`config.mk`:
```
export PLATFORM = sky130hd
export DESIGN_NAME = mri_top
export DESIGN_NICKNAME = d
export VERILOG_FILES = /design/src/logic/mri_pkg.sv /design/src/logic/mri_top.sv
export VERILOG_INCLUDE_DIRS = /design/src /design/src/logic
export SDC_FILE = /design/constraint.sdc
export NUM_CORES = 1
export LEC_CHECK = 0
export ABC_AREA = 1
export BUFFER_PORTS_ARGS = -buffer_cell sky130_fd_sc_hd__buf_4
export CAP_MARGIN = 20
export CORE_MARGIN = 4
export CORE_UTILIZATION = 40
export DETAILED_ROUTE_END_ITERATION = 16
export GPL_TIMING_DRIVEN = 0
export PLACE_DENSITY_LB_ADDON = 0.12
export SYNTH_ARGS = -nofsm -noshare
export SYNTH_HDL_FRONTEND = slang
export SYNTH_SLANG_ARGS = --single-unit
```
`constraint.sdc`:
```
create_clock -name clk_i -period 1.4 [get_ports clk_i]
set_input_delay 0.21 -clock clk_i [delete_from_list [all_inputs] [get_ports clk_i]]
set_output_delay 0.21 -clock clk_i [all_outputs]
set_load 0.005 [all_outputs]
```
`src/logic/mri_params.svh`:
```
// Register offsets, field positions and reset values of the receive irq block
`ifndef MRI_PARAMS_SVH
`define MRI_PARAMS_SVH

// ----------------------------------------------------------------
// Register map (byte addresses)
// ----------------------------------------------------------------
`define MRI_OFF_ENABLE 8'h00
`define MRI_OFF_STATUS 8'h04
`define MRI_OFF_CLEAR 8'h08

// ----------------------------------------------------------------
// Field layout
// ----------------------------------------------------------------
`define MRI_EN_W 7
`define MRI_SRC_W 6
`define MRI_BIT_MASTER 0
`define MRI_BIT_CHECKSUM 1
`define MRI_BIT_OVERFLOW 2
`define MRI_BIT_LONG 3
`define MRI_BIT_GOOD 4
`define MRI_BIT_ALIGN 5
`define MRI_BIT_RUNT 6
`define MRI_WORD_LSB 2
`define MRI_LANE0 0

// ----------------------------------------------------------------
// Reset values
// ----------------------------------------------------------------
`define MRI_ENABLE_RST 7'h00
`define MRI_FLAGS_RST 6'h00
`define MRI_DATA_RST 32'h0000_0000

`endif

```
`src/logic/mri_pkg.sv`:
```
// Types shared by the receive interrupt enable block
`default_nettype none
package mri_pkg;

    // ----------------------------------------------------------------
    // Receive status events, one pulse per source
    // ----------------------------------------------------------------
    typedef struct packed {
        logic runt_frame_flag;
        logic alignment_error_flag;
        logic good_frame_flag;
        logic long_frame_flag;
        logic fifo_overflow_flag;
        logic checksum_error_flag;
    } mri_rx_events_t;

    // ----------------------------------------------------------------
    // Whole state of the block
    // ----------------------------------------------------------------
    typedef struct packed {
        logic [6:0] enable;
        logic [6:1] flags;
        logic irq;
        logic ack;
        logic [31:0] rdata;
    } mri_state_t;

endpackage
`default_nettype wire

```
`src/logic/mri_top.sv`:
```
// Receive interrupt enable, status flags and Wishbone slave of the MAC
//
// Behaviour
// - Enable bit 6 gates runt frame flag
// - Enable bit 5 gates alignment error flag
// - Enable bit 4 gates good frame flag
// - Enable bit 3 gates long frame flag
// - Enable bit 2 gates fifo overflow flag
// - Enable bit 1 gates checksum error flag
// - Second gate is receive master, transmit optional; the code puts transmit in each source gate, so it masks the summary too
// - Master enable and summary drive the interrupt
// - Master off means no receive interrupt
// - Writing one clears a flag, zero keeps
// - Summary flag is OR of enabled flags
//
// Decided for this implementation: the address map and the Wishbone slave port.
`timescale 1ns/1ps
`default_nettype none
`include "mri_params.svh"

module mri_top #(
    parameter int ADDR_W = 8,
    parameter bit USE_TX_MASTER = 1'b0
) (
    input wire logic clk_i,
    input wire logic rst_i,
    input wire logic wb_cyc_i,
    input wire logic wb_stb_i,
    input wire logic wb_we_i,
    input wire logic [ADDR_W-1:0] wb_adr_i,
    input wire logic [3:0] wb_sel_i,
    input wire logic [31:0] wb_dat_i,
    output logic [31:0] wb_dat_o,
    output logic wb_ack_o,
    input wire mri_pkg::mri_rx_events_t rx_events_i,
    input wire logic transmit_master_irq_enable_i,
    output logic receive_summary_flag_o,
    output logic rx_irq_o
);
    import mri_pkg::*;

    // ----------------------------------------------------------------
    // Elaboration checks
    // ----------------------------------------------------------------
    if (ADDR_W < 4 || ADDR_W > 32) begin : g_bad_addr
        $error("ADDR_W must lie between 4 and 32");
    end

    // ----------------------------------------------------------------
    // State
    // ----------------------------------------------------------------
    mri_state_t st_r;
    mri_state_t st_nxt;

    logic req_w;
    logic wr_w;
    logic hit_enable_w;
    logic hit_status_w;
    logic hit_clear_w;
    logic tx_ok_w;
    logic [`MRI_SRC_W-1:0] events_w;
    wire logic [`MRI_SRC_W-1:0] pending_w;
    logic summary_w;
    logic [7:0] word_adr_w;

    // ----------------------------------------------------------------
    // Bus decode
    // ----------------------------------------------------------------
    // Only the word index matters; byte offsets within a word alias
    assign word_adr_w = 8'({wb_adr_i[ADDR_W-1:`MRI_WORD_LSB], 2'h0});
    assign hit_enable_w = (word_adr_w == `MRI_OFF_ENABLE);
    assign hit_status_w = (word_adr_w == `MRI_OFF_STATUS);
    assign hit_clear_w = (word_adr_w == `MRI_OFF_CLEAR);
    assign req_w = wb_cyc_i && wb_stb_i;
    // Write lands on the edge that samples ack, as the master expects
    assign wr_w = req_w && wb_we_i && st_r.ack && wb_sel_i[`MRI_LANE0];

    // ----------------------------------------------------------------
    // Interrupt gating
    // ----------------------------------------------------------------
    assign events_w = rx_events_i;
    // Transmit master only joins the gate when the option is built in
    assign tx_ok_w = !USE_TX_MASTER || transmit_master_irq_enable_i;

    // One gate per source; vector bit g serves status bit g+1
    for (genvar g = 0; g < `MRI_SRC_W; g++) begin : g_src
        mri_src_gate u_gate (
            .flag_i(st_r.flags[g+1]),
            .enable_i(st_r.enable[g+1]),
            .tx_ok_i(tx_ok_w),
            .pend_o(pending_w[g])
        );
    end

    assign summary_w = |pending_w;

    // ----------------------------------------------------------------
    // Next state
    // ----------------------------------------------------------------
    always_comb begin
        st_nxt = st_r;
        st_nxt.ack = req_w && !st_r.ack;

        if (wr_w && hit_enable_w) begin
            st_nxt.enable = wb_dat_i[`MRI_EN_W-1:0];
        end

        // Clear first, then set, so a same-cycle event is kept
        if (wr_w && (hit_status_w || hit_clear_w)) begin
            st_nxt.flags = st_r.flags & ~wb_dat_i[`MRI_SRC_W:1];
        end
        st_nxt.flags = st_nxt.flags | events_w;

        // Read data is captured on the request cycle, shown with ack
        if (req_w && !st_r.ack) begin
            st_nxt.rdata = `MRI_DATA_RST;
            if (hit_enable_w) begin
                st_nxt.rdata[`MRI_EN_W-1:0] = st_r.enable;
            end else if (hit_status_w) begin
                st_nxt.rdata[`MRI_SRC_W:1] = st_r.flags;
                st_nxt.rdata[`MRI_BIT_MASTER] = summary_w;
            end
        end

        // Master clear forces the level low one clock later
        st_nxt.irq = summary_w;
        st_nxt.irq = st_nxt.irq && st_r.enable[`MRI_BIT_MASTER];
    end

    always_ff @(posedge clk_i) begin
        if (rst_i) begin
            st_r.enable <= `MRI_ENABLE_RST;
            st_r.flags <= `MRI_FLAGS_RST;
            st_r.irq <= 1'b0;
            st_r.ack <= 1'b0;
            st_r.rdata <= `MRI_DATA_RST;
        end else begin
            st_r <= st_nxt;
        end
    end

    // ----------------------------------------------------------------
    // Outputs
    // ----------------------------------------------------------------
    assign wb_dat_o = st_r.rdata;
    assign wb_ack_o = st_r.ack;
    assign receive_summary_flag_o = summary_w;
    // Master bit alone decides whether the summary reaches the CPU
    assign rx_irq_o = st_r.irq;

    logic master_w;
    assign master_w = st_r.enable[`MRI_BIT_MASTER];
    logic [`MRI_EN_W-1:0] enable_w;
    logic [`MRI_EN_W-1:0] wdat_en_w;
    assign enable_w = st_r.enable;
    assign wdat_en_w = wb_dat_i[`MRI_EN_W-1:0];
endmodule

// ----------------------------------------------------------------
// Per-source gate
// ----------------------------------------------------------------
module mri_src_gate (
    input wire logic flag_i,
    input wire logic enable_i,
    input wire logic tx_ok_i,
    output logic pend_o
);
    // A set flag counts only while its own enable is on
    assign pend_o = flag_i && enable_i && tx_ok_i;
endmodule
`default_nettype wire

```
After elaboration in Yosys (flattened, before gate mapping). Cells that the tools add are included. W data, S select, Z words.

Eq/ne operators: 2. Bitwise gates (word level): 3. Multiplexer cells: 3. Reductions and logical operators: 18.

Operator list (number): $logic_and A1 B1 Y1 (14); $mux W7 (2); $logic_not A8 Y1 (1); $and A6 B6 Y6 (1); $eq A6 B1 Y1 const B (1); $eq A6 B2 Y1 const B (1); $mux W6 (1); $not A6 Y6 (1); $or A6 B6 Y6 (1); $reduce_or A6 Y1 (1); $logic_not A1 Y1 (1); $logic_or A1 B1 Y1 (1).

Bits of input ports: 56. Register bits after elaboration: 22. Output and inout port bits: 35.

Longest topological paths before layout. Gate-level depths: netlist of run 1.

Word-level depth: 7. Mapped depth: 7.

Cells and area by module. From an unflattened synthesis of run 1, not the netlist that was laid out.

Cells, all modules: 196. Area total of the unflattened synthesis: 1303.8 sq um.

By module, submodules not included: mri_top (instances 1, cells an instance 178, area an instance 1221.2 sq um, seq. area each 440.4 sq um); mri_src_gate (instances 6, cells an instance 3, area an instance 13.8 sq um, seq. area each 0.0 sq um).

Least setup slack after synthesis of run 1. No wires, ideal clock.

Path type: register to register. Start: register st_r, in the netlist wb_ack_o. End: register st_r, in the netlist enable_w[0]. Required time: 1.287 ns. Path buffers: 0. Data arrival time: 0.916 ns. Cell stages (with the launch flop): 6. Period minus slack after synthesis: 1.030 ns. Library setup time: 0.113 ns. Setup slack: 0.370 ns. Cells stage by stage: dfxtp_1 nand3_2 nor2_8 nand2_8 o21ai_1 nor2_1.

Cells in the longest elaborated chain, start to end: 3.

Ends and longest elaborated chain: from (decl) (line mri_top.sv:52) `mri_state_t st_r;`; from (signal assigned) (line mri_top.sv:138) `st_r <= st_nxt;`; $logic_and A1 B1 Y1 (2 in a row) (line mri_top.sv:76) `` assign wr_w = req_w && wb_we_i && st_r.ack && wb_sel_i[`MRI_LANE0]; ``; $logic_and A1 B1 Y1 (line mri_top.sv:104) `if (wr_w && hit_enable_w) begin`.

No other way between the ends. A chain may end at the register's enable or synchronous reset.

Worst setup path in the final report of run 1.
Start: register st_r[37] in the netlist's numbering. End: output port receive_summary_flag_o.

Cells in the longest elaborated chain, start to end: 2.

Ends and longest elaborated chain: $logic_and A1 B1 Y1 (line mri_top.sv:169) `assign pend_o = flag_i && enable_i && tx_ok_i;`; $reduce_or A6 Y1 (line mri_top.sv:95) `assign summary_w = |pending_w;`; to (decl) (line mri_top.sv:37) `output logic receive_summary_flag_o,`.

No other way between the ends.

==> results_dict.tcl, run 1 <==
set metrics [dict create \
    status "completed" \
    ant_nets 0 \
    drt-initial-drc-count 30 \
    final_util_pct 57.5 \
    die-area_sq_um 4130 \
    ff2ff_path_depth 5 \
    worstMarginPinSlew_ps 523 \
    critical_path_arrival_ps 1140 \
    overflow 0 \
    p_total_mw 1.41 \
    crit_path_end_kind "output port" \
    hold_violations 0 \
    clock_sinks 22 \
    syn_area_sq_um 1270 \
    syn_to_final_growth_pct 38.5 \
    pwr-share-clk_pct 34.3 \
    grt_antenna_before_repair 0 \
    p_sw_mw 0.326 \
    pwr-share-comb_pct 18.1 \
    chipHeight_microns 64.3 \
    hold_depth 3 \
    via_count 1158 \
    slew_headroom_pct 65.1 \
    critPathBufInv 1 \
    pre_cts_ws_ps 269 \
    hold_buffers 0 \
    r2r-end "enable_w[1]$_SDFFE_PP0P_" \
    detail_route.vias_per_cell 4.08 \
    path_cells "nand2_1 > nand2_1 > nor2_2 > nand3_2 > buf_4" \
    track_usage_pct 13.1 \
    synth_area_per_cell_sq_um 7.24 \
    grt_max_degree 14 \
    synth_seq_area_share_pct 34.8 \
    crit_cells 5 \
    p_leak_nw 0.952 \
    routed_wl_mm 2.64 \
    fin_crit_sh_pct 96.7 \
    grt_pass1_wl_mm 4.40 \
    seq_power_share_pct 47.6 \
    cts_tree "done" \
    hp-class "in -> reg" \
    power_density_nw_per_um2 804 \
    max_freq_mhz 739 \
    holdPathEnd "st_r[35]$_SDFF_PP0_" \
    clkTransAtPathRegs_ps 130 \
    yosys_warnings 0 \
    start_util_pct 41.5 \
    timing.critical_path.fanout_max 3 \
    yosysUniqueCellTypes 21 \
    setup_viol 0 \
    startpoint_type "register" \
    nets 297 \
    n_antenna_cell 0 \
    grt_pass1_vias 993 \
    fin_worst_skew_ps 10.6 \
    ios 91 \
    fp.coreArea_sq_um 3050 \
    io_buffers 34 \
    p_int_mw 1.09 \
    max_cap_viol_count 0 \
    hp-start "rx_events_i[1]" \
    cts_buffer_depth 2 \
    drive_gt1_share_pct 36.7 \
    switching_share_pct 23.1 \
    r2r-start "wb_ack_o$_SDFF_PP0_" \
    dp.final_hpwl_mm 2.13 \
    regToRegSetupSlack_ps 300 \
    slew_viol_final 0 \
    drtPass1Iterations 5 \
    std_cell_rows 20 \
    setup_tns_ps 0 \
    root_buffer "clkbuf_4" \
    numCtsBuffers 3 \
    yosys_register_bits 22 \
    cp.required_ps 1190 \
    insertion_delay_ps 310 \
    path_class "reg -> out" \
    max_stage_delay_ps 360 \
    htreeDepth 1 \
    path_common_cell "nand2_1" \
    drc 0 \
    avgRoutedWirePerCell_microns 9.30 \
    ir_drop_v 0.000539 \
    slowest_stage "dfxtp_2" \
    crit_family "flip-flops" \
    synthCells 175 \
    fin_ws_ps 45.9 \
    routabilityCongestion 0.824 \
    fp.dieW_microns 64.3 \
    fin_crit_ps 1350 \
]
[metrics by stage]
stage	cells	hold slack (ps)	instance area, sq um
floorplan	199	344	1360
finish	284	115	1750
global route	284	126	1750
CTS	281	111	1730
detailed placement	277	464	1670
global placement	277	449	1670
[power groups by stage]
| stage | clock network, mW | registers, mW | logic, mW |
|---|---|---|---|
| 2_1_floorplan | 0 | 0.681 | 0.150 |
| 3_3_place_gp | 0 | 0.684 | 0.245 |
| 3_5_place_dp | 0 | 0.685 | 0.247 |
| 4_1_cts | 0.491 | 0.671 | 0.247 |
| 5_1_grt | 0.514 | 0.676 | 0.287 |
| 6_report | 0.484 | 0.671 | 0.255 |
[synthesized netlist by cell type]
cell      count  area [sq um]
nor2_4        3          33.8
nand3_1      19          95.1
nand2_2       2          12.5
nand2_8       1          20.0
nand2_1      30           113
inv_1        14          52.6
o21ai_1       8          40.0
conb_1        1          3.75
nand3_2       1          10.0
nor2_2        1          6.26
dfxtp_1      22           440
nand2_4       1          11.3
clkbuf_1      1          3.75
buf_4        25           188
nor2_1       30           113
inv_2         3          11.3
nor3_1        1          5.00
clkinv_8      1          16.3
buf_6         1          11.3
a21oi_1       8          40.0
nor2_8        2          40.0
[area by class of cell]
class | count | area (sq um)
Buffer | 27 | 203
Inverter | 18 | 80.1
Sequential cell | 22 | 445
Multi-Input combinational cell | 132 | 641
Tap cell | 44 | 55.1
Fill cell | 306 | 1300
Clock inverter | 1 | 30.0
Clock buffer | 3 | 22.5
Timing Repair Buffer | 37 | 278
[cell families after synthesis]
logic type / after synthesis / synth area share (%)
and+or+nand+nor: 91 / 36.3
AOI/OAI and AO/OA: 16 / 6.32
DFF: 22 / 34.8
other: 1 / 0.296
buffers and inverters: 45 / 22.3
[sequential cells by signal, summed over array words and instances (netlist names)]
name / flops
enable_w: 7
rx_irq_o: 1
st_r: 6
wb_ack_o: 1
wb_dat_o: 7
[cell usage in the layout (no fill, tap or decap), types with 3 or more instances in the layout]
| cell | count |
|---|---|
| a21oi_1 | 8 |
| nand2_1 | 30 |
| nand3_1 | 18 |
| nor2_1 | 29 |
| buf_4 | 62 |
| clkbuf_4 | 3 |
| inv_2 | 3 |
| dfxtp_1 | 18 |
| o21ai_1 | 8 |
| inv_1 | 14 |
| conb_1 | 25 |
| dfxtp_2 | 4 |
| nor2_4 | 3 |
[timing repair]
item,in CTS,in global routing
hold endpoints to repair,0,0
setup buffers,0,3
setup endpoints to repair,1,1
resized for setup,2,4
[worst max path at each step]
stage	start	endpoint	slack, ps
3_5_place_dp	wb_adr_i[7]	enable_w[0]$_SDFFE_PP0P_	270
2_1_floorplan	wb_ack_o$_SDFF_PP0_	enable_w[0]$_SDFFE_PP0P_	370
6_report	st_r[37]$_SDFF_PP0_	receive_summary_flag_o	50
4_1_cts	st_r[37]$_SDFF_PP0_	receive_summary_flag_o	2
5_1_grt	st_r[37]$_SDFF_PP0_	receive_summary_flag_o	-7
3_3_place_gp	wb_adr_i[7]	enable_w[0]$_SDFFE_PP0P_	290
[layer usage]
metal,up-vias,track usage [%],share of wire [%]
met5,-,0,0
met4,0,2.37,1.3
met3,6,4.92,10
met2,43,21.9,47
met1,483,16.1,42
li1,626,-,-
[worst reg2reg max path: stages, from the launching register on]
cell and delay [ps]:
dfxtp_1 390, nand3_2 140, nor2_8 200, nand2_8 110, o21ai_1 140, nor2_1 50
(Power assumes the default switching activity.)
==> run 2, diff against run 1 <==
--- a/config.mk
+++ b/config.mk
@@ -6,11 +6,10 @@
 export SDC_FILE = /design/constraint.sdc
 export NUM_CORES = 1
 export LEC_CHECK = 0
-export ABC_AREA = 1
 export BUFFER_PORTS_ARGS = -buffer_cell sky130_fd_sc_hd__buf_4
 export CAP_MARGIN = 20
 export CORE_MARGIN = 4
-export CORE_UTILIZATION = 40
+export CORE_UTILIZATION = 39
 export DETAILED_ROUTE_END_ITERATION = 16
 export GPL_TIMING_DRIVEN = 0
 export PLACE_DENSITY_LB_ADDON = 0.12
==> run 2 against run 1 <==
  * Maximum frequency is 3.2% lower
  * Synthesized area fell by 6.9%
  * Register-to-register slack got worse by 300 ps
  * Clock power decreased by 28%
  * Design area fell by 1.9%
  * Non-clock buffer count increased by 4
  * Via count shrank 6.6%
  * Final cell count fell by 18%
==> results_dict.tcl, run 2 <==
set metrics [dict create \
    status "completed" \
    detail_route.vias_per_cell 4.66 \
    regToRegSetupSlack_ps 0.9 \
    drc 0 \
    max_freq_mhz 715 \
    yosys_register_bits 22 \
    track_usage_pct 13.9 \
    p_leak_nw 0.826 \
    ff2ff_path_depth 4 \
    n_antenna_cell 0 \
    final_common_cell "buf_4" \
    ir_drop_v 0.000684 \
    power_density_nw_per_um2 711 \
    r2r-start "wb_ack_o$_SDFF_PP0_" \
    insertion_delay_ps 310 \
    fp.dieW_microns 63.0 \
    async_flop_share_pct 0 \
    nFillCells 259 \
    drtPass1Iterations 4 \
    synth_seq_area_share_pct 37.4 \
    final_cell_area_sq_um 1720 \
    routabilityCongestion 0.762 \
    fin_ws_ps 0.868 \
    layout_common_cells "buf_4, conb_1, nand2_1, dfxtp_1, mux2i_1" \
    grt_antenna_before_repair 0 \
    yosys_warnings 0 \
    htreeDepth 1 \
    overflow 0 \
    yosysUniqueCellTypes 25 \
    avgRoutedWirePerCell_microns 12.3 \
    chipHeight_microns 63.0 \
    std_cell_rows 19 \
    synth-edff-count 0 \
    grt_pass1_vias 1000 \
    clkTransAtPathRegs_ps 120 \
    syn_to_final_growth_pct 46.1 \
    startpoint_type "register" \
    setup_viol 0 \
    slew_viol_final 0 \
    nets 258 \
    ios 91 \
    dp.final_hpwl_mm 2.19 \
    crit_path_end_kind "register" \
    cts_tree "done" \
    synth_top_area_share_pct 37.4 \
    synth_top_area_cell "dfxtp_1" \
    start_util_pct 41.7 \
    via_count 1081 \
    routed_wl_mm 2.85 \
    pre_cts_ws_ps -361 \
    die-area_sq_um 3970 \
    grt_max_degree 13 \
    max_cap_viol_count 0 \
    ys_top_cells_by_area "dfxtp_1, buf_4, mux2i_1, nand2_1, a311oi_1" \
    fin_crit_ps 1400 \
    drt-initial-drc-count 27 \
    hold_violations 0 \
    hp-class "in -> reg" \
    io_buffers 32 \
    numCtsBuffers 3 \
    fin_worst_skew_ps 4.05 \
    synth_area_per_cell_sq_um 8.60 \
    critical_path_arrival_ps 1650 \
    path_class "reg -> reg" \
    fin_crit_sh_pct 99.9 \
    worstMarginPinSlew_ps 637 \
    synthCells 137 \
    crit_path_end "wb_dat_o[3]$_SDFFE_PP0P_" \
    slew_headroom_pct 57.6 \
    syn_area_sq_um 1180 \
    timing.critical_path.fanout_max 5 \
    synth_commonest_cells "buf_4, dfxtp_1, nand2_1" \
    rsz0062_at_grt "yes" \
    clock_sinks 22 \
    synth.most_common_cell "buf_4" \
    crit_start "wb_ack_o$_SDFF_PP0_" \
    cts_buffer_depth 2 \
    fp.coreArea_sq_um 2830 \
    grt_pass1_wl_mm 4.42 \
    placed_cell_area_sq_um 1570 \
    ant_nets 0 \
    synth_ff_type "dfxtp_1" \
    cp.required_ps 1650 \
    r2r-end "wb_dat_o[3]$_SDFFE_PP0P_" \
    drive_gt1_share_pct 41.8 \
    root_buffer "clkbuf_4" \
]
run 2: cell count changes after synthesis, sizes merged, moves of 7 or more:
| cell | previous run | this run |
|---|---|---|
| nand2 | 34 | 20 |
| nand3 | 20 | 1 |
| inv | 17 | 8 |
| or4 | 0 | 7 |
| o21ai | 8 | 0 |
| mux2i | 0 | 13 |
| nor2 | 36 | 8 |
run 2: metal layers:
metal	track usage, %	vias up	part of all wire, %
met1	14.6	496	38
met4	3.31	0	0.74
li1	-	552	-
met3	4.86	5	6.6
met5	0	-	0
met2	26.0	28	55
run 2: final cells by class:
type	instances	area [sq um]	share of cell area [%]
buffer	32	239	13.9
clock buffer	4	36.3	2.11
inverter	8	30.0	1.74
multi-input combinational	99	657	38.2
sequential	22	443	25.7
tap	31	38.8	2.25
timing repair buffer	36	278	16.1
run 2: worst max-delay path: stages, from the launching register on:
cell      delay [ps]
dfxtp_2          340
nand3b_1         240
buf_4            200
or4_4            420
a21oi_2          140
run 2: repair_timing:
item	4_1_cts	5_1_grt
hold buffers	0	0
setup endpoints to repair	6	14
pin swaps	1	13
resized for setup	7	14
buffers inserted	2	2
cloned	0	0
run 2: how the worst min path moves through the flow:
stage                      startpoint                   to  slack (ps)  cells after the start
after floorplan                 rst_i  st_r[36]$_SDFF_PP0_         280                      1
after global placement    wb_dat_i[3]  st_r[36]$_SDFF_PP0_         410                      2
after detailed placement  wb_dat_i[4]  st_r[37]$_SDFF_PP0_         420                      2
after CTS                 wb_dat_i[4]  st_r[37]$_SDFF_PP0_          80                      2
after global routing      wb_dat_i[5]  st_r[38]$_SDFF_PP0_          70                      2
final                     wb_dat_i[6]  st_r[39]$_SDFF_PP0_          80                      2
run 2: stage by stage:
| step | power, mW | instances | hold slack (ps) | utilization, % | TNS, ps |
|---|---|---|---|---|---|
| floorplan | 0.791 | 161 | 282 | - | -987 |
| global placement | 0.859 | 224 | 410 | 55.3 | -4810 |
| detailed placement | 0.865 | 224 | 420 | 55.3 | -5300 |
| CTS | 1.22 | 230 | 78.0 | 58.1 | -13.0 |
| global route | 1.28 | 232 | 65.7 | 60.9 | -362 |
| finish | 1.22 | 232 | 81.5 | 60.9 | 0 |
run 2: cell families (layout without fill, tap and decap cells):
| group | after synthesis | count (layout) | synth area share (%) |
|---|---|---|---|
| AO/OA/AOI/OAI | 17 | 17 | 10.4 |
| flip-flops | 22 | 22 | 37.4 |
| multiplexers | 13 | 13 | 11.0 |
| buffers and inverters | 40 | 80 | 21.4 |
| other | 1 | 25 | 0.318 |
| XOR/XNOR | 1 | 1 | 0.743 |
| AND/OR/NAND/NOR | 43 | 43 | 18.7 |
run 2: power breakdown:
group          total [mW]  internal, mW  switching (mW)
Combinational       0.223         0.123           0.101
Sequential          0.652         0.640          0.0120
Clock               0.349         0.159           0.190
Total                1.22         0.921           0.303
==> run 3, diff against run 2 <==
--- a/config.mk
+++ b/config.mk
@@ -12,7 +12,7 @@
 export CORE_UTILIZATION = 39
 export DETAILED_ROUTE_END_ITERATION = 16
 export GPL_TIMING_DRIVEN = 0
-export PLACE_DENSITY_LB_ADDON = 0.12
+export PLACE_DENSITY = 0.79
 export SYNTH_ARGS = -nofsm -noshare
 export SYNTH_HDL_FRONTEND = slang
 export SYNTH_SLANG_ARGS = --single-unit
==> run 3 against run 2 <==
  * Via count fell by 4.1%
  * Worst hold slack about the same
  * Clock skew shrank 0.88 ps
  * Total power decreased by 0.73%
  * Design area about the same
  * Largest cell class unchanged
  * Largest power group unchanged
==> results_dict.tcl, run 3 (synthesis results as in run 2) <==
set metrics [dict create \
    status "completed" \
    avgRoutedWirePerCell_microns 10.9 \
    grt_pass1_vias 938 \
    fin_crit_ps 1380 \
    layout_common_cells "buf_4, conb_1, nand2_1" \
    p_leak_nw 0.822 \
    drt-initial-drc-count 8 \
    htreeDepth 1 \
    hold_violations 0 \
    seq_area_sq_um 444 \
    startpoint_type "register" \
    power_density_nw_per_um2 706 \
    worstMarginPinSlew_ps 633 \
    timing.critical_path.fanout_max 4 \
    root_buffer "clkbuf_4" \
    routed_wl_mm 2.53 \
    detail_route.vias_per_cell 4.47 \
    slew_viol_final 0 \
    cts_tree "done" \
    via_count 1037 \
    clkTransAtPathRegs_ps 110 \
    routabilityCongestion 0.794 \
    io_buffers 32 \
    placed_cell_area_sq_um 1570 \
    start_util_pct 41.7 \
    hold_buffers 0 \
    p_total_mw 1.22 \
    die-area_sq_um 3970 \
    nFillCells 265 \
    dpl.cell_count 224 \
    clock_sinks 22 \
    n_antenna_cell 0 \
    final_common_cell "buf_4" \
    layout.cells.non_filler 232 \
    drc 0 \
    path_class "reg -> reg" \
    syn_to_final_growth_pct 46.0 \
    hp-class "in -> reg" \
    final_cell_area_sq_um 1720 \
    max_cap_viol_count 0 \
    slew_headroom_pct 57.8 \
    ant_nets 0 \
    chipHeight_microns 63.0 \
    fin_worst_skew_ps 3.17 \
    drive_gt1_share_pct 43.8 \
    cp.required_ps 1640 \
    cts_buffer_depth 2 \
    drtPass1Iterations 4 \
    fp.coreArea_sq_um 2830 \
    dp.final_hpwl_mm 1.94 \
    grt_antenna_before_repair 0 \
    max_freq_mhz 723 \
    multi_input_area_sq_um 657 \
    overflow 0 \
    nets 258 \
    numCtsBuffers 3 \
    fin_crit_sh_pct 98.8 \
    critical_path_arrival_ps 1630 \
    grt_max_degree 13 \
    track_usage_pct 12.2 \
    ios 91 \
    max_stage_delay_ps 410 \
    fp.dieW_microns 63.0 \
    slowest_stage "or4_4" \
    crit_family "simple AND/OR/NAND/NOR gates" \
    path_cells "nand3b_1 > buf_8 > or4_4 > a21oi_2" \
    grt_pass1_wl_mm 3.95 \
    setup_viol 0 \
    ir_drop_v 0.000467 \
    rsz0062_at_grt "yes" \
    std_cell_rows 19 \
    insertion_delay_ps 310 \
    crit_path_end_kind "register" \
    critPathBufInv 1 \
]
==> run 3: final cells by class <==
class | instances | share of cell area [%]
buffer | 32 | 14.0
clock buffer | 4 | 2.11
inverter | 8 | 1.75
multi-input combinational | 99 | 38.2
sequential | 22 | 25.8
tap | 31 | 2.25
timing repair buffer | 36 | 15.9
==> run 3: through the flow <==
stage          setup slack, ps  hold slack, ps  TNS (ps)  util, %
2_1_floorplan            -93.8             282      -987        -
3_3_place_gp              -288             413     -4720     55.3
4_1_cts                   2.42            79.5         0     57.6
6_report                  16.4            81.2         0     60.8
5_1_grt                  -39.1            67.9      -211     60.8
3_5_place_dp              -313             421     -5060     55.3
==> run 3: power by group <==
group | switching, mW | internal, mW
logic | 0.0956 | 0.125
clock network | 0.183 | 0.159
registers | 0.0130 | 0.641
total | 0.291 | 0.924
==> run 3: repair_timing <==
action	CTS	global route
gates cloned	0	0
pin swaps	1	12
buffers inserted	1	3
setup endpoints to repair	2	19
hold endpoints to repair	0	0
gates resized for setup	5	19
==> run 3: path summary, 6_finish.rpt <==
| path | startpoint | to | slack, ps | cells after the start |
|---|---|---|---|---|
| min | wb_dat_i[5] | st_r[38]$_SDFF_PP0_ | 80 | 2 |
| max | wb_ack_o$_SDFF_PP0_ | wb_dat_o[5]$_SDFFE_PP0P_ | 20 | 4 |
| max reg2reg | wb_ack_o$_SDFF_PP0_ | wb_dat_o[5]$_SDFFE_PP0P_ | 20 | 4 |
| min reg2reg | wb_dat_o[6]$_SDFFE_PP0P_ | wb_dat_o[6]$_SDFFE_PP0P_ | 460 | 2 |
==> run 3: per-layer routing <==
| metal | vias to the layer above | global-route usage, % | share of wire [%] |
|---|---|---|---|
| met4 | 0 | 3.31 | 0.83 |
| met3 | 4 | 4.32 | 6.3 |
| li1 | 550 | - | - |
| met1 | 454 | 13.8 | 40 |
| met2 | 29 | 21.5 | 52 |
| met5 | - | 0 | 0 |
